<file path="src/hw/ctl_pin_pkg.sv">
// Constants, types and register layout for the control pin block
package ctl_pin_pkg;

	// Reference clock cycles per bus clock cycle
	localparam int E_DIV = 4;
	// Bus clock cycles within which a rising pin means internal
	localparam int CLASSIFY_E_CYCLES = 2;
	localparam int CLASSIFY_CYCLES = CLASSIFY_E_CYCLES * E_DIV;
	// Bus clock cycles the pin is pulled low on an internal failure
	localparam int DRIVE_E_CYCLES = 4;
	localparam int DRIVE_CYCLES = DRIVE_E_CYCLES * E_DIV;
	// Width of the reset sequencing counter
	localparam int CNT_W = 5;

	// Register offsets
	localparam logic [7:0] CTRL_OFS = 8'h00;
	localparam logic [7:0] MASK_OFS = 8'h04;
	localparam logic [7:0] STATUS_OFS = 8'h08;

	// Control register fields
	localparam int CTRL_BCLK_OFF_BIT = 0;
	localparam int CTRL_IRQ_EDGE_BIT = 1;
	localparam int CTRL_STOP_BIT = 2;
	// Mask register fields
	localparam int MASK_I_BIT = 0;
	localparam int MASK_X_BIT = 1;

	// Values after reset
	localparam logic CTRL_BCLK_OFF_RST = 1'b0;
	localparam logic CTRL_IRQ_EDGE_RST = 1'b0;
	localparam logic CTRL_STOP_RST = 1'b0;
	localparam logic MASK_I_RST = 1'b1;
	localparam logic MASK_X_RST = 1'b1;
	// Idle level of the synchronised pins: all pulled high
	localparam logic [4:0] PIN_IDLE = 5'h1f;

	// Operating modes, indexed by {select_1, select_0}
	typedef enum logic [1:0] {
		MODE_BOOTSTRAP = 2'h0,
		MODE_TEST = 2'h1,
		MODE_SINGLE_CHIP = 2'h2,
		MODE_EXPANDED = 2'h3
	} op_mode_t;

	// Reset pin sequencer states
	typedef enum logic [3:0] {
		RST_RUN = 4'h1,
		RST_DRIVE = 4'h2,
		RST_RISE = 4'h4,
		RST_EXT = 4'h8
	} rst_state_t;

	// Software control bits
	typedef struct packed {
		logic stop;
		logic irq_edge;
		logic bus_clock_off;
	} ctrl_t;

	// Readable status word
	typedef struct packed {
		logic mode_valid;
		logic stopped;
		logic nonmaskable_interrupt_in_n_level;
		logic irq_level;
		logic irq_flag;
		logic reset_internal;
		op_mode_t mode;
	} status_t;

endpackage

</file>
<file path="src/hw/bus_clock_div.sv">
// Divide-by-four bus clock generator with stop and output gating
`timescale 1ns/1ps
module bus_clock_div
	import ctl_pin_pkg::*;
#(
	parameter int DIV = E_DIV
)
(
	input wire logic ref_clk,
	input wire logic rst_b,
	input wire logic clk_en,
	input wire logic run,
	input wire logic gate_off,
	output logic bus_clock,
	output logic access_phase,
	output logic cycle_end
);

	localparam int PW = $clog2(DIV);
	localparam logic [PW-1:0] LAST = PW'(DIV - 1);
	localparam logic [PW-1:0] HALF = PW'(DIV / 2);

	// Phase within one bus clock cycle
	logic [PW-1:0] phase_q;
	logic [PW-1:0] phase_d;

	// Wraps after the last phase
	always_comb
	begin
		phase_d = (phase_q == LAST) ? '0 : phase_q + 1'b1;
	end

	// Phase counter, frozen in stop so every clock halts
	always_ff @(posedge ref_clk)
	begin
		if (!rst_b)
			phase_q <= '0;
		else if (clk_en && run)
			phase_q <= phase_d;
	end

	// Low half internal work, high half data access
	always_ff @(posedge ref_clk)
	begin
		if (!rst_b)
		begin
			bus_clock <= 1'b0;
			access_phase <= 1'b0;
		end
		else if (clk_en && run)
		begin
			access_phase <= (phase_d >= HALF);
			bus_clock <= !gate_off && (phase_d >= HALF);
		end
		else if (clk_en)
			bus_clock <= bus_clock && !gate_off;
	end

	// Marks the final reference cycle of a bus cycle
	assign cycle_end = run && (phase_q == LAST);

endmodule

</file>
<file path="src/hw/ctl_pin_logic.sv">
// Reset pin, bus clock, interrupt pins, mode latch and fetch indicator
`timescale 1ns/1ps
module ctl_pin_logic
	import ctl_pin_pkg::*;
#(
	parameter bit BUS_CLOCK_ALWAYS_ON = 1'b0,
	parameter int DIV = E_DIV
)
(
	input wire logic ref_clk,
	input wire logic rst_b,
	input wire logic clk_en,
	input wire logic [7:0] addr,
	input wire logic [7:0] wdata,
	input wire logic wr_stb,
	input wire logic rd_stb,
	output logic [7:0] rdata,
	input wire logic reset_pin_in,
	output logic reset_pin_out,
	output logic reset_pin_oe,
	input wire logic clock_monitor_fail,
	input wire logic watchdog_timeout,
	output logic chip_reset_n,
	output logic bus_clock_out,
	output logic access_phase,
	input wire logic mode_select_0,
	input wire logic mode_select_1,
	output op_mode_t op_mode,
	output logic mode_valid,
	input wire logic interrupt_in_n,
	input wire logic nonmaskable_interrupt_in_n,
	output logic irq_request,
	output logic nonmaskable_interrupt_in_n_request,
	input wire logic irq_ack,
	input wire logic nonmaskable_interrupt_in_n_ack,
	input wire logic opcode_fetch,
	output logic instruction_fetch_indicator_n,
	output logic instruction_fetch_indicator_oe,
	output logic stopped
);

	localparam logic [CNT_W-1:0] DRIVE_LAST = CNT_W'(DRIVE_CYCLES - 1);
	localparam logic [CNT_W-1:0] CLASSIFY_N = CNT_W'(CLASSIFY_CYCLES);

	// Pin synchronisers: {nonmaskable_interrupt_in_n, irq, mode1, mode0, reset}
	logic [4:0] meta_q;
	logic [4:0] pin_q;
	// Previous synchronised maskable level, for edge detection
	logic irq_prev_q;
	// Reset sequencer
	rst_state_t rst_state_q;
	logic [CNT_W-1:0] cnt_q;
	// Last reset was classed internal
	logic reset_internal_q;
	// Latched mode and its validity
	op_mode_t mode_q;
	logic mode_valid_q;
	// Software control bits
	ctrl_t ctrl_q;
	// Interrupt mask bits
	logic i_mask_q;
	logic x_mask_q;
	// Pending falling edge on the maskable line
	logic irq_flag_q;
	// Fetch indicator state
	logic fetch_q;
	// Registered read data
	logic [7:0] rdata_q;

	// Decoded pin levels
	logic reset_pin_low;
	logic irq_low;
	logic nonmaskable_interrupt_in_n_low;
	logic in_reset;
	logic failure;
	logic irq_fall;
	logic single_chip;
	logic cycle_end;
	logic wr_ctrl;
	logic wr_mask;
	status_t status;

	// Two flip-flops on every pin before any logic looks at it; they keep
	// sampling through reset so the mode pins are known at its release
	always_ff @(posedge ref_clk)
	begin
		if (clk_en)
		begin
			meta_q <= {nonmaskable_interrupt_in_n, interrupt_in_n,
				mode_select_1, mode_select_0, reset_pin_in};
			pin_q <= meta_q;
		end
	end

	assign reset_pin_low = !pin_q[0];
	assign irq_low = !pin_q[3];
	assign nonmaskable_interrupt_in_n_low = !pin_q[4];
	assign failure = clock_monitor_fail || watchdog_timeout;
	assign in_reset = (rst_state_q != RST_RUN);
	assign irq_fall = irq_prev_q && irq_low;
	assign single_chip = (mode_q == MODE_SINGLE_CHIP) ||
		(mode_q == MODE_BOOTSTRAP);
	assign wr_ctrl = wr_stb && (addr == CTRL_OFS);
	assign wr_mask = wr_stb && (addr == MASK_OFS);

	// Divider runs through reset so the rise can be timed in bus cycles
	bus_clock_div #(
		.DIV(DIV)
	) u_div (
		.ref_clk(ref_clk),
		.rst_b(rst_b),
		.clk_en(clk_en),
		.run(!ctrl_q.stop),
		.gate_off(ctrl_q.bus_clock_off && single_chip &&
			!BUS_CLOCK_ALWAYS_ON),
		.bus_clock(bus_clock_out),
		.access_phase(access_phase),
		.cycle_end(cycle_end)
	);

	// Reset sequencer; a power-up reset waits for the pin to go high
	always_ff @(posedge ref_clk)
	begin
		if (!rst_b)
		begin
			rst_state_q <= RST_EXT;
			cnt_q <= '0;
		end
		else if (clk_en)
		begin
			case (rst_state_q)
				RST_RUN:
				begin
					cnt_q <= '0;
					// Own failures win over a pin seen low
					if (failure)
						rst_state_q <= RST_DRIVE;
					else if (reset_pin_low)
						rst_state_q <= RST_EXT;
				end
				RST_DRIVE:
				begin
					// Pin pulled low for a fixed count
					if (cnt_q == DRIVE_LAST)
					begin
						rst_state_q <= RST_RISE;
						cnt_q <= '0;
					end
					else
						cnt_q <= cnt_q + 1'b1;
				end
				RST_RISE:
				begin
					// Released; the synchroniser delay is part of the count
					if (!reset_pin_low)
						rst_state_q <= RST_RUN;
					else if (cnt_q == CLASSIFY_N)
						rst_state_q <= RST_EXT;
					else
						cnt_q <= cnt_q + 1'b1;
				end
				RST_EXT:
				begin
					// Someone outside still holds the pin low
					if (!reset_pin_low)
						rst_state_q <= RST_RUN;
				end
				default:
					rst_state_q <= RST_EXT;
			endcase
		end
	end

	// Reset cause: internal only if the pin rose inside the window
	always_ff @(posedge ref_clk)
	begin
		if (!rst_b)
			reset_internal_q <= 1'b0;
		else if (clk_en)
		begin
			if (rst_state_q == RST_RISE && !reset_pin_low &&
				cnt_q < CLASSIFY_N)
				reset_internal_q <= 1'b1;
			else if (rst_state_q == RST_EXT && !reset_pin_low)
				reset_internal_q <= 1'b0;
		end
	end

	// Open drain: only ever drives low, and only while sequencing
	assign reset_pin_out = 1'b0;
	assign reset_pin_oe = (rst_state_q == RST_DRIVE);
	assign chip_reset_n = !in_reset;

	// Mode pins caught on the cycle that reset is released
	always_ff @(posedge ref_clk)
	begin
		if (!rst_b)
		begin
			mode_q <= MODE_SINGLE_CHIP;
			mode_valid_q <= 1'b0;
		end
		else if (clk_en)
		begin
			if (in_reset && !reset_pin_low)
			begin
				mode_q <= op_mode_t'(pin_q[2:1]);
				mode_valid_q <= 1'b1;
			end
			else if (in_reset)
				mode_valid_q <= 1'b0;
		end
	end

	assign op_mode = mode_q;
	assign mode_valid = mode_valid_q;

	// Control bits; reset forces level trigger and leaves stop
	always_ff @(posedge ref_clk)
	begin
		if (!rst_b)
		begin
			ctrl_q.bus_clock_off <= CTRL_BCLK_OFF_RST;
			ctrl_q.irq_edge <= CTRL_IRQ_EDGE_RST;
			ctrl_q.stop <= CTRL_STOP_RST;
		end
		else if (clk_en)
		begin
			if (in_reset)
			begin
				ctrl_q.irq_edge <= CTRL_IRQ_EDGE_RST;
				ctrl_q.stop <= CTRL_STOP_RST;
			end
			else if (wr_ctrl)
			begin
				ctrl_q.bus_clock_off <= wdata[CTRL_BCLK_OFF_BIT];
				ctrl_q.irq_edge <= wdata[CTRL_IRQ_EDGE_BIT];
				ctrl_q.stop <= wdata[CTRL_STOP_BIT];
			end
			else if (ctrl_q.stop && ((irq_low && !i_mask_q) || nonmaskable_interrupt_in_n_low))
				ctrl_q.stop <= 1'b0;
		end
	end

	assign stopped = ctrl_q.stop;

	// Mask bits: entry to either service sets I, non-maskable entry also sets X; setting beats clearing
	always_ff @(posedge ref_clk)
	begin
		if (!rst_b)
		begin
			i_mask_q <= MASK_I_RST;
			x_mask_q <= MASK_X_RST;
		end
		else if (clk_en)
		begin
			if (in_reset)
			begin
				i_mask_q <= MASK_I_RST;
				x_mask_q <= MASK_X_RST;
			end
			else
			begin
				if (irq_ack || nonmaskable_interrupt_in_n_ack)
					i_mask_q <= 1'b1;
				else if (wr_mask)
					i_mask_q <= wdata[MASK_I_BIT];
				// Software may clear the bit but never set it again
				if (nonmaskable_interrupt_in_n_ack)
					x_mask_q <= 1'b1;
				else if (wr_mask && !wdata[MASK_X_BIT])
					x_mask_q <= 1'b0;
			end
		end
	end

	// Falling edge flag for edge mode; a new edge beats the acknowledge
	always_ff @(posedge ref_clk)
	begin
		if (!rst_b)
		begin
			irq_prev_q <= 1'b0;
			irq_flag_q <= 1'b0;
		end
		else if (clk_en)
		begin
			irq_prev_q <= !irq_low;
			if (in_reset || !ctrl_q.irq_edge)
				irq_flag_q <= 1'b0;
			else if (irq_fall)
				irq_flag_q <= 1'b1;
			else if (irq_ack)
				irq_flag_q <= 1'b0;
		end
	end

	// A level still held after service requests again once unmasked;
	// sources keep the line low until acknowledged, so level mode is safe
	assign irq_request = !in_reset && !i_mask_q &&
		(ctrl_q.irq_edge ? irq_flag_q : irq_low);
	// Non-maskable line: pure level, shareable as wired-OR
	assign nonmaskable_interrupt_in_n_request = !in_reset && !x_mask_q && nonmaskable_interrupt_in_n_low;

	// Indicator held low for the whole bus cycle of an opcode fetch
	always_ff @(posedge ref_clk)
	begin
		if (!rst_b)
			fetch_q <= 1'b0;
		else if (clk_en)
		begin
			if (in_reset || !mode_valid_q)
				fetch_q <= 1'b0;
			else if (cycle_end)
				fetch_q <= opcode_fetch;
		end
	end

	// Open drain; the pin doubles as a mode input during reset
	assign instruction_fetch_indicator_n = 1'b0;
	assign instruction_fetch_indicator_oe = fetch_q;

	// Status word
	always_comb
	begin
		status.mode_valid = mode_valid_q;
		status.stopped = ctrl_q.stop;
		status.nonmaskable_interrupt_in_n_level = nonmaskable_interrupt_in_n_low;
		status.irq_level = irq_low;
		status.irq_flag = irq_flag_q;
		status.reset_internal = reset_internal_q;
		status.mode = mode_q;
	end

	// Read data one cycle after the strobe; unmapped reads zero
	always_ff @(posedge ref_clk)
	begin
		if (!rst_b)
			rdata_q <= 8'h00;
		else if (clk_en)
		begin
			if (!rd_stb)
				rdata_q <= 8'h00;
			else if (addr == CTRL_OFS)
				rdata_q <= {5'h00, ctrl_q};
			else if (addr == MASK_OFS)
				rdata_q <= {6'h00, x_mask_q, i_mask_q};
			else if (addr == STATUS_OFS)
				rdata_q <= status;
			else
				rdata_q <= 8'h00;
		end
	end

	assign rdata = rdata_q;

endmodule

</file>
<file path="config.mk">
export PLATFORM = sky130hd
export DESIGN_NAME = ctl_pin_logic
export DESIGN_NICKNAME = d
export VERILOG_FILES = /design/src/hw/ctl_pin_pkg.sv /design/src/hw/bus_clock_div.sv /design/src/hw/ctl_pin_logic.sv
export SDC_FILE = /design/constraint.sdc
export NUM_CORES = 1
export LEC_CHECK = 0
export ABC_AREA = 1
export BUFFER_PORTS_ARGS = -buffer_cell sky130_fd_sc_hd__buf_2
export CAP_MARGIN = 20
export CORE_ASPECT_RATIO = 1.4
export CORE_MARGIN = 8
export CORE_UTILIZATION = 31
export DETAILED_ROUTE_END_ITERATION = 10
export GPL_TIMING_DRIVEN = 0
export PLACE_DENSITY = 0.54
export SETUP_SLACK_MARGIN = 0.2
export SYNTH_ARGS = -nofsm -noshare
export SYNTH_HDL_FRONTEND = slang
export SYNTH_HIERARCHICAL = 1
export SYNTH_SLANG_ARGS = --single-unit
</file>
<file path="constraint.sdc">
create_clock -name ref_clk -period 2.2 [get_ports ref_clk]
set_input_delay 0.44 -clock ref_clk [delete_from_list [all_inputs] [get_ports ref_clk]]
set_output_delay 0.44 -clock ref_clk [all_outputs]
set_load 0.05 [all_outputs]
</file>
======== Yosys cells after proc, flatten, opt, wreduce, memory -nomap -nowiden ========
Index checks and enable logic that the tools add are counted.
word-level totals
  register bits ........................... 43
  output and inout bits ................... 21
  word-level logic and storage cells ...... 138
cells by class
  add/sub/neg operators ................... 2
  $lt $le $gt $ge ......................... 2
  equality and inequality tests ........... 17
  mux-type cells .......................... 38
  bitwise logic cells ..................... 1
  reductions and logical operators ........ 59
operators by type and width
  operator               number
  $mux W8                4
  $mux W4                6
  $mux W1                20
  $logic_and A1 B1 Y1    19
  $reduce_and A2 Y1      9
  $pmux W4 S4            1
  $mux W5                3
  $pmux W5 S3            1
  $reduce_bool A3 Y1     5
  $eq A5 B4 Y1 const B   2
  $logic_not A1 Y1       10
  $reduce_bool A2 Y1     5
  $eq A8 B3 Y1 const B   1
  $eq A8 B4 Y1 const B   1
  $logic_not A8 Y1       1
  $logic_or A1 B1 Y1     6
  $mux W2                3
  $ne A2 B2 Y1 const B   3
  $ne A3 B3 Y1 const B   2
  $add A5 B1 Y5 const B  1
  $lt A5 B4 Y1 const B   1
  $reduce_and A5 Y1      1
  $eq A2 B2 Y1 const B   2
  $eq A4 B1 Y1 const B   1
  other kinds (11)       11

======== Longest topological paths before layout ========
Gate-level depths: netlist of the first run.
  depth after elaboration ................. 7
  depth in mapped cells ................... 11

======== By module ========
Netlist of the first run, hierarchy kept.
by module, submodules not included
  module         times used  cells an instance  area an instance (sq um)  seq. area each (sq um)
  ctl_pin_logic  1           284                2034.5                    880.8
  bus_clock_div  1           21                 152.6                     60.1

======== Worst setup path after synthesis of the first run ========
OpenSTA, ideal clock, no wires.
  path type ............................... reg-to-output
  start point ............................. register rst_state_q[0]
  end point ............................... output irq_request
  arrival ................................. 3.078 ns
  setup slack ............................. -1.318 ns
  stages on the path, launching flop included .. 5
  buffers on the path ..................... 0
  cell sequence ........................... dfxtp_1 > inv_1 > nor2_1 > nand2_2 > a2111oi_0
on the way
  cells in the longest elaborated chain, start to end .. 4
RTL lines
  what                               RTL line              RTL
  start, declared                    ctl_pin_logic.sv:51   rst_state_t rst_state_q;
  start signal, assigned             ctl_pin_logic.sv:126  rst_state_q <= RST_EXT;
  start signal, assigned             ctl_pin_logic.sv:137  rst_state_q <= RST_DRIVE;
  start signal, assigned             ctl_pin_logic.sv:139  rst_state_q <= RST_EXT;
  $ne A4 B1 Y1                       ctl_pin_logic.sv:99   assign in_reset = (rst_state_q != RST_RUN);
  $logic_not A1 Y1                   ctl_pin_logic.sv:298  assign irq_request = !in_reset && !i_mask_q &&
  $logic_and A1 B1 Y1 (2 in series)  ctl_pin_logic.sv:298
  end, declared                      ctl_pin_logic.sv:32   output logic irq_request,
No other way between the ends.

======== Final worst setup path of the first run ========
Same ends and word-level chain as after synthesis.

==> flow_summary.yaml, run 1 <==
run_status:
  status: "finished, final reports clean"
place:
  io_buffers: 44
  gp_congestion: 0.832
  dpl.hpwl_um: 4660
  dp_cells: 445
  placed_area_mm2: 0.00254
die:
  die_h_um: 115
  io_pins: 52
  dieArea_mm2: 0.0100
  coreArea_mm2: 0.00689
  initial_core_util: 0.317
  die_x_um: 87.0
  rows: 36
grt:
  grt_util_all_layers: 0.123
  antenna_found_initial: 0
  grt_start_max_net_pins: 16
  overflow: 0
  grt_pass1_wl_um: 9660
  grt_pass1_vias: 2138
route:
  drt_first_pass_iters: 4
  ant_nets: 0
  drt-total-wl_um: 5860
  via_per_inst: 4.66
  remaining_drc_errors: 0
  drtIter0Drc: 70
  routedWlPerCell_um: 12.9
  vias: 2121
yosys:
  synth_cell_types: 29
  synthCells: 305
  synth-async-reset-ratio: 0
  ys_seq_area_frac: 0.430
  synth_edf_count: 10
  synth-main-ff-cell: "dfxtp_1"
  synth_seq_cells: 42
  synth_top_cell_area_share: 0.293
  yosys_warnings: 6
  synth_area_mm2: 0.00219
  syn_area_per_cell_um2: 7.17
  synthTopCellsByArea: "dfxtp_1 29%, nand2_1 14%, edfxtp_1 14%, nor2_1 6.5%, nand3_1 5.9%"
  yosysTopAreaCell: "dfxtp_1"
sta:
  tightest_slew_ns: 0.623
  finClkSkew_ns: 0.00588
  post-route-min-period_ns: 1.90
  finalSetupViolations: 0
  relSlewSlack: 0.585
  slew_viol_final: 0
  finalSetupTns_ns: 0
  hold_viol: 0
  timing.fmax_mhz: 525
  grt_setup_unrepaired: "no"
  finalCritPeriodShare: 0.866
clocking:
  cts.sinks: 42
  clock_latency_ns: 0.29
  clockBufferDepth: 2
  cts_buffers: 5
  htree_levels: 2
  cts_tree: "yes"
  root_buffer: "clkbuf_8"
  clk_pin_slew_worst_paths_ns: 0.08
critical_path:
  crit_path_max_incr_delay_ns: 0.38
  crit_chain: "inv_1 -> nor2_4 -> nand2_4 -> a2111oi_4 -> buf_6"
  r2r-end: "rst_state_q[0]"
  endpoint: "irq_request"
  worstSetupPathType: "reg -> out"
  r2r_start: "cnt_q[0]"
  worst_setup_path_start_kind: "flop"
  cp_max_fo: 6
  required_ns: 1.76
  r2r_cells: 11
  cp_slowest_cell: "dfxtp_4"
  ff2ff_setup_slack_ns: 0.47
  startpoint: "rst_state_q[0]"
  crit_arrival_ns: 1.46
  critPathCaptureType: "output port"
hold_path:
  worstHoldPathCells: 1
  hold_path_class: "in -> reg"
final_layout:
  nFillCells: 739
  final_cells: 455
  final_common_cell: "nand2_1"
  drive_above_1_share: 0.228
  final_cell_mix: "81 x nand2_1, 44 x buf_2, 36 x nor2_1"
  design_area_mm2: 0.00271
  diodes: 0
  nets: 395
  synthToLayoutAreaGrowth_pct: 24.0
pwr:
  p_leak_uw: 0.00120
  powerDensity_mw_per_mm2: 650
  vdd_drop_max_uv: 428
job:
  maxCapViolations: 0
-- how the worst min path moves through the flow --
| stage | from | slack (ns) | endpoint |
|---|---|---|---|
| floorplan | meta_q[0] | 0.40 | pin_q[0] |
| global placement | meta_q[0] | 0.40 | pin_q[0] |
| detailed placement | meta_q[0] | 0.41 | pin_q[0] |
| CTS | interrupt_in_n | 0.31 | meta_q[3] |
| global route | interrupt_in_n | 0.31 | meta_q[3] |
| finish | interrupt_in_n | 0.32 | meta_q[3] |
-- routing by layer --
metal | part of all wire | wire [µm] | vias up | global-route usage
li1 | - | - | 1095 | -
met1 | 0.39 | 2280 | 961 | 0.119
met2 | 0.53 | 3100 | 51 | 0.234
met3 | 0.045 | 266 | 14 | 0.0272
met4 | 0.037 | 216 | 0 | 0.0657
met5 | 0 | 0 | - | 0
-- flip-flops by register name, indices dropped and copies added (netlist names), 2 cells and up --
name,flops
op_mode,2
rdata,8
cnt_q,5
ctrl_q,2
pin_q,5
rst_state_q,4
meta_q,5
-- synthesized netlist by cell type, types with 2 or more instances --
master	count
nand3b_1	2
clkbuf_1	2
edfxtp_1	10
a21boi_0	2
nand3_1	26
clkinv_1	2
nand4_1	6
nor2_2	2
buf_4	3
nor2_4	4
nand3_2	3
o21ai_0	12
ha_1	5
a21oi_1	24
nand2_1	81
nor2_1	38
inv_1	33
dfxtp_1	32
nand2_2	7
nor3_1	2
-- kinds of logic after synthesis --
| group | count (synthesis) | synth area share |
|---|---|---|
| DFF | 42 | 0.430 |
| buffers and inverters | 42 | 0.0778 |
| adders and majority gates | 5 | 0.0286 |
| AOI/OAI and AO/OA | 42 | 0.104 |
| other | 1 | 0.00171 |
| and+or+nand+nor | 173 | 0.358 |
-- final cells by class --
| type | instances | area [µm²] | share of cell area |
|---|---|---|---|
| Inverter | 36 | 135 | 0.0498 |
| Multi-Input combinational cell | 222 | 1130 | 0.416 |
| Timing Repair Buffer | 46 | 241 | 0.0890 |
| Clock inverter | 1 | 30.0 | 0.0111 |
| Buffer | 6 | 35.0 | 0.0129 |
| Sequential cell | 42 | 947 | 0.349 |
| Clock buffer | 7 | 76.3 | 0.0281 |
| Tap cell | 95 | 119 | 0.0438 |
-- metrics by stage --
stage / total power, µW / worst slack, ns / hold WS, ns / util
after floorplan: 1080 / 0.0662 / 0.400 / -
after global placement: 1160 / 0.374 / 0.401 / 0.369
after detailed placement: 1170 / 0.354 / 0.406 / 0.369
after CTS: 1770 / 0.238 / 0.305 / 0.387
after global routing: 1850 / 0.208 / 0.306 / 0.394
final: 1760 / 0.296 / 0.316 / 0.394
-- where the power goes --
| group | switching [µW] | leakage [µW] | total (µW) | internal [µW] |
|---|---|---|---|---|
| combinational | 206 | 0.000787 | 302 | 96.3 |
| clock | 257 | 0.0000524 | 597 | 340 |
| sequential | 34.7 | 0.000360 | 863 | 829 |
-- repair_timing --
action | CTS | global route
setup buffers | 0 | 2
pin swaps | 0 | 2
setup endpoints to repair | 1 | 6
resized for setup | 3 | 10
gates cloned | 0 | 0
hold buffers | 0 | 0
-- critical path: cells and delay by family (launching register included) --
family,cells,cell delay [ns]
flip-flops,1,0.38
AO/OA/AOI/OAI,1,0.31
buffers and inverters,2,0.29
AND/OR/NAND/NOR,2,0.19
Power figures use the tool's default switching activity.
==> run 2: changes to the inputs <==
--- a/config.mk
+++ b/config.mk
@@ -13,6 +13,7 @@
 export CORE_UTILIZATION = 31
 export DETAILED_ROUTE_END_ITERATION = 10
 export GPL_TIMING_DRIVEN = 0
+export MAX_ROUTING_LAYER = met4
 export PLACE_DENSITY = 0.54
 export SETUP_SLACK_MARGIN = 0.2
 export SYNTH_ARGS = -nofsm -noshare
==> flow_summary.yaml, run 2 (synthesized netlist as in run 1, its figures left out) <==
die:
  initial_core_util: 0.317
  coreArea_mm2: 0.00689
  die_x_um: 87.0
  io_pins: 52
  rows: 36
  die_h_um: 115
  dieArea_mm2: 0.0100
final_layout:
  final_common_cell: "nand2_1"
  diodes: 0
  final_cell_mix: "81 x nand2_1, 44 x buf_2, 36 x nor2_1"
  drive_above_1_share: 0.228
  nets: 395
  design_area_mm2: 0.00271
  synthToLayoutAreaGrowth_pct: 24.0
  largest_reg_flops: 8
route:
  drt-total-wl_um: 5850
  remaining_drc_errors: 0
  via_per_inst: 4.67
  drt_first_pass_iters: 4
  vias: 2123
  ant_nets: 0
  drtIter0Drc: 72
  routedWlPerCell_um: 12.9
critical_path:
  r2r_cells: 11
  worstSetupPathType: "reg -> out"
  critPathCaptureType: "output port"
  cp_max_fo: 6
  r2r-end: "rst_state_q[0]"
  cp_slowest_cell: "dfxtp_4"
  required_ns: 1.76
  crit_chain: "inv_1 -> nor2_4 -> nand2_4 -> a2111oi_4 -> buf_6"
  crit_arrival_ns: 1.46
  worst_setup_path_start_kind: "flop"
  ff2ff_setup_slack_ns: 0.47
  crit_path_max_incr_delay_ns: 0.38
  r2r_start: "cnt_q[0]"
hold_path:
  holdCritStartpoint: "interrupt_in_n"
  whs_endpoint: "meta_q[3]"
  worstHoldPathCells: 1
  hold_path_class: "in -> reg"
sta:
  hold_viol: 0
  tightest_slew_ns: 0.627
  relSlewSlack: 0.582
  finalWorstSetupSlack_ns: 0.296
  post-route-min-period_ns: 1.90
  holdWs_ns: 0.316
  grt_setup_unrepaired: "no"
  finalCritPeriodShare: 0.865
  finalSetupTns_ns: 0
  finClkSkew_ns: 0.00616
  finalSetupViolations: 0
  timing.fmax_mhz: 525
  slew_viol_final: 0
place:
  dpl_worst_slack_ns: 0.354
  gp_congestion: 0.845
  placed_area_mm2: 0.00254
  io_buffers: 44
  dpl.hpwl_um: 4660
clocking:
  clock_latency_ns: 0.29
  clockBufferDepth: 2
  htree_levels: 2
  root_buffer: "clkbuf_8"
  cts_buffers: 5
  cts_tree: "yes"
  cts.sinks: 42
  clk_pin_slew_worst_paths_ns: 0.08
grt:
  antenna_found_initial: 0
  grt_start_max_net_pins: 16
  grt_pass1_vias: 2139
  grt_pass1_wl_um: 9650
  grt_util_all_layers: 0.127
  overflow: 0
pwr:
  vdd_drop_max_uv: 428
  total_power_uw: 1760
  p_leak_uw: 0.00120
  powerDensity_mw_per_mm2: 649
run_status:
  status: "finished, final reports clean"
job:
  maxCapViolations: 0
==> run 2: power by group <==
group	total (µW)	internal, µW	switching, µW	leakage [µW]
clock	597	340	257	0.0000524
sequential	863	829	34.7	0.000360
combinational	302	96.3	206	0.000787
total	1760	1260	497	0.00120
==> run 2: final cells by class <==
type / count / area, µm²
buffer: 6 / 35.0
clock buffer: 7 / 76.3
clock inverter: 1 / 30.0
fill: 739 / 4180
inverter: 36 / 135
multi-input combinational: 222 / 1130
sequential: 42 / 947
tap: 95 / 119
timing repair buffer: 46 / 241
==> run 2: what timing repair did <==
action,in CTS,in global routing
buffers inserted,0,2
resized for setup,3,10
hold endpoints to repair,0,0
setup endpoints to repair,1,6
pin swaps,0,2
hold buffers,0,0
==> run 2: worst max-delay path, delay by kind of cell (launching register included) <==
kind            cells  cell delay, ns
buf+inv             2            0.29
compound gates      1            0.31
flops               1            0.38
simple gates        2            0.19
==> run 2: how the worst max path moves through the flow <==
| stage | from | endpoint | depth (start not counted) |
|---|---|---|---|
| after floorplan | rst_state_q[0] | irq_request | 4 |
| after global placement | clk_en | rdata[3] | 6 |
| after detailed placement | cnt_q[0] | rst_state_q[0] | 11 |
| after CTS | rst_state_q[0] | irq_request | 5 |
| after global routing | rst_state_q[0] | irq_request | 5 |
| final | rst_state_q[0] | irq_request | 5 |
==> run 2: layer usage <==
| metal | vias to the layer above | GRT usage | part of all wire |
|---|---|---|---|
| met2 | 59 | 0.234 | 0.53 |
| met5 | - | - | 0 |
| met3 | 14 | 0.0222 | 0.038 |
| met1 | 955 | 0.122 | 0.40 |
| met4 | 0 | 0.0657 | 0.037 |
| li1 | 1095 | - | - |
==> run 2: metrics by stage <==
step	utilization	cells
after floorplan	-	306
after global placement	0.369	445
after detailed placement	0.369	445
after CTS	0.387	453
after global routing	0.394	455
final	0.394	455
==> run 3: changes to the inputs <==
--- a/config.mk
+++ b/config.mk
@@ -14,7 +14,7 @@
 export DETAILED_ROUTE_END_ITERATION = 10
 export GPL_TIMING_DRIVEN = 0
 export MAX_ROUTING_LAYER = met4
-export PLACE_DENSITY = 0.54
+export PLACE_DENSITY = 0.51
 export SETUP_SLACK_MARGIN = 0.2
 export SYNTH_ARGS = -nofsm -noshare
 export SYNTH_HDL_FRONTEND = slang
==> flow_summary.yaml, run 3 (synthesized netlist as in run 1, its figures left out) <==
run_status:
  status: "finished, final reports clean"
clocking:
  clockBufferDepth: 2
  htree_levels: 2
  clk_pin_slew_worst_paths_ns: 0.09
  cts.sinks: 42
  clock_latency_ns: 0.30
  cts_buffers: 5
  cts_tree: "yes"
  hold_buffers: 0
  root_buffer: "clkbuf_8"
pwr:
  powerDensity_mw_per_mm2: 616
  vdd_drop_max_uv: 368
  total_power_uw: 1650
  p_leak_uw: 0.00118
sta:
  timing.fmax_mhz: 512
  tightest_slew_ns: 0.569
  finalSetupTns_ns: 0
  finalCritPeriodShare: 0.887
  slew_viol_final: 0
  hold_viol: 0
  finClkSkew_ns: 0.00565
  post-route-min-period_ns: 1.95
  finalSetupViolations: 0
  relSlewSlack: 0.621
  grt_setup_unrepaired: "yes"
route:
  drt_first_pass_iters: 4
  vias: 2129
  drt-total-wl_um: 5990
  drtIter0Drc: 100
  routedWlPerCell_um: 13.1
  ant_nets: 0
  remaining_drc_errors: 0
  via_per_inst: 4.67
die:
  io_pins: 52
  initial_core_util: 0.317
  rows: 36
  coreArea_mm2: 0.00689
  die_x_um: 87.0
  dieArea_mm2: 0.0100
  die_h_um: 115
final_layout:
  final_cell_mix: "81 x nand2_1, 43 x buf_2, 38 x nor2_1"
  synthToLayoutAreaGrowth_pct: 22.4
  diodes: 0
  nFillCells: 756
  drive_above_1_share: 0.222
  largest_reg_flops: 8
  nets: 396
  multiInputGateArea_mm2: 0.00111
  area.sequential_um2: 942
  post-route-util: 0.388
  final_common_cell: "nand2_1"
job:
  maxCapViolations: 0
grt:
  use_met1: 0.131
  overflow: 0
  antenna_found_initial: 0
  busiest_layer: "met2"
  grt_start_max_net_pins: 16
  grt_pass1_vias: 2091
  use_met2: 0.226
  grt_util_all_layers: 0.127
  gr-usage-met3: 0.0258
  grt_pass1_wl_um: 9680
critical_path:
  critPathCaptureType: "output port"
  worst_setup_path_start_kind: "flop"
  worstSetupPathType: "reg -> out"
  required_ns: 1.76
  cp_max_fo: 6
  crit_arrival_ns: 1.51
place:
  io_buffers: 44
  gp_congestion: 0.840
  dpl.hpwl_um: 4700
hold_path:
  hold_path_class: "in -> reg"
run 3: changes by cell type in the layout (fill, tap and decap cells not counted), moves of 2 or more:
cell,change
clkbuf_1,-2
nor2_1,+2
nor2_4,-2
dfxtp_1,+2
run 3: path summary, 6_finish.rpt:
| kind | from | end | slack, ns | cells after the start |
|---|---|---|---|---|
| setup / recovery | rst_state_q[0] | irq_request | 0.25 | 5 |
| hold / removal | reset_pin_in | meta_q[0] | 0.31 | 1 |
| hold reg to reg | meta_q[2] | pin_q[2] | 0.42 | 0 |
| setup reg to reg | cnt_q[0] | rst_state_q[0] | 0.41 | 11 |
run 3: power by group:
group          total (µW)  switching, µW  internal (µW)
logic                 295            202           93.4
registers             859           30.8            828
clock network         495            277            218
total                1650            510           1140
run 3: routing by layer:
metal | vias up | part of all wire
met3 | 12 | 0.039
met5 | - | 0
li1 | 1097 | -
met1 | 964 | 0.42
met2 | 56 | 0.52
met4 | 0 | 0.021
run 3: area by class of cell:
type | instances | share of cell area
plain buffers | 6 | 0.0131
multi-input cells | 222 | 0.414
clock buffers | 5 | 0.0257
clock inverters | 3 | 0.00608
repair buffers | 47 | 0.0940
inverters | 36 | 0.0505
well taps | 95 | 0.0444
flip-flops and latches | 42 | 0.352
run 3: repair_timing:
| item | in CTS | in global routing |
|---|---|---|
| pin swaps | 0 | 0 |
| resized for setup | 4 | 2 |
| setup endpoints to repair | 2 | 5 |
| endpoints found under the hold margin | 0 | 0 |
| cloned | 0 | 0 |
| setup buffers | 0 | 3 |
run 3: critical path, cell delays in order (launching register included):
cell,delay [ns]
dfxtp_2,0.39
inv_1,0.07
nor2_1,0.12
nand2_2,0.14
a2111oi_4,0.28
buf_6,0.21
run 3: stage by stage:
stage / hold WS [ns] / setup slack (ns) / instances / cell area [µm²]
2_1_floorplan: 0.400 / 0.0662 / 306 / 2200
3_3_place_gp: 0.404 / 0.335 / 445 / 2540
3_5_place_dp: 0.405 / 0.322 / 445 / 2540
4_1_cts: 0.307 / 0.216 / 453 / 2650
5_1_grt: 0.296 / 0.159 / 456 / 2680
6_report: 0.315 / 0.248 / 456 / 2680
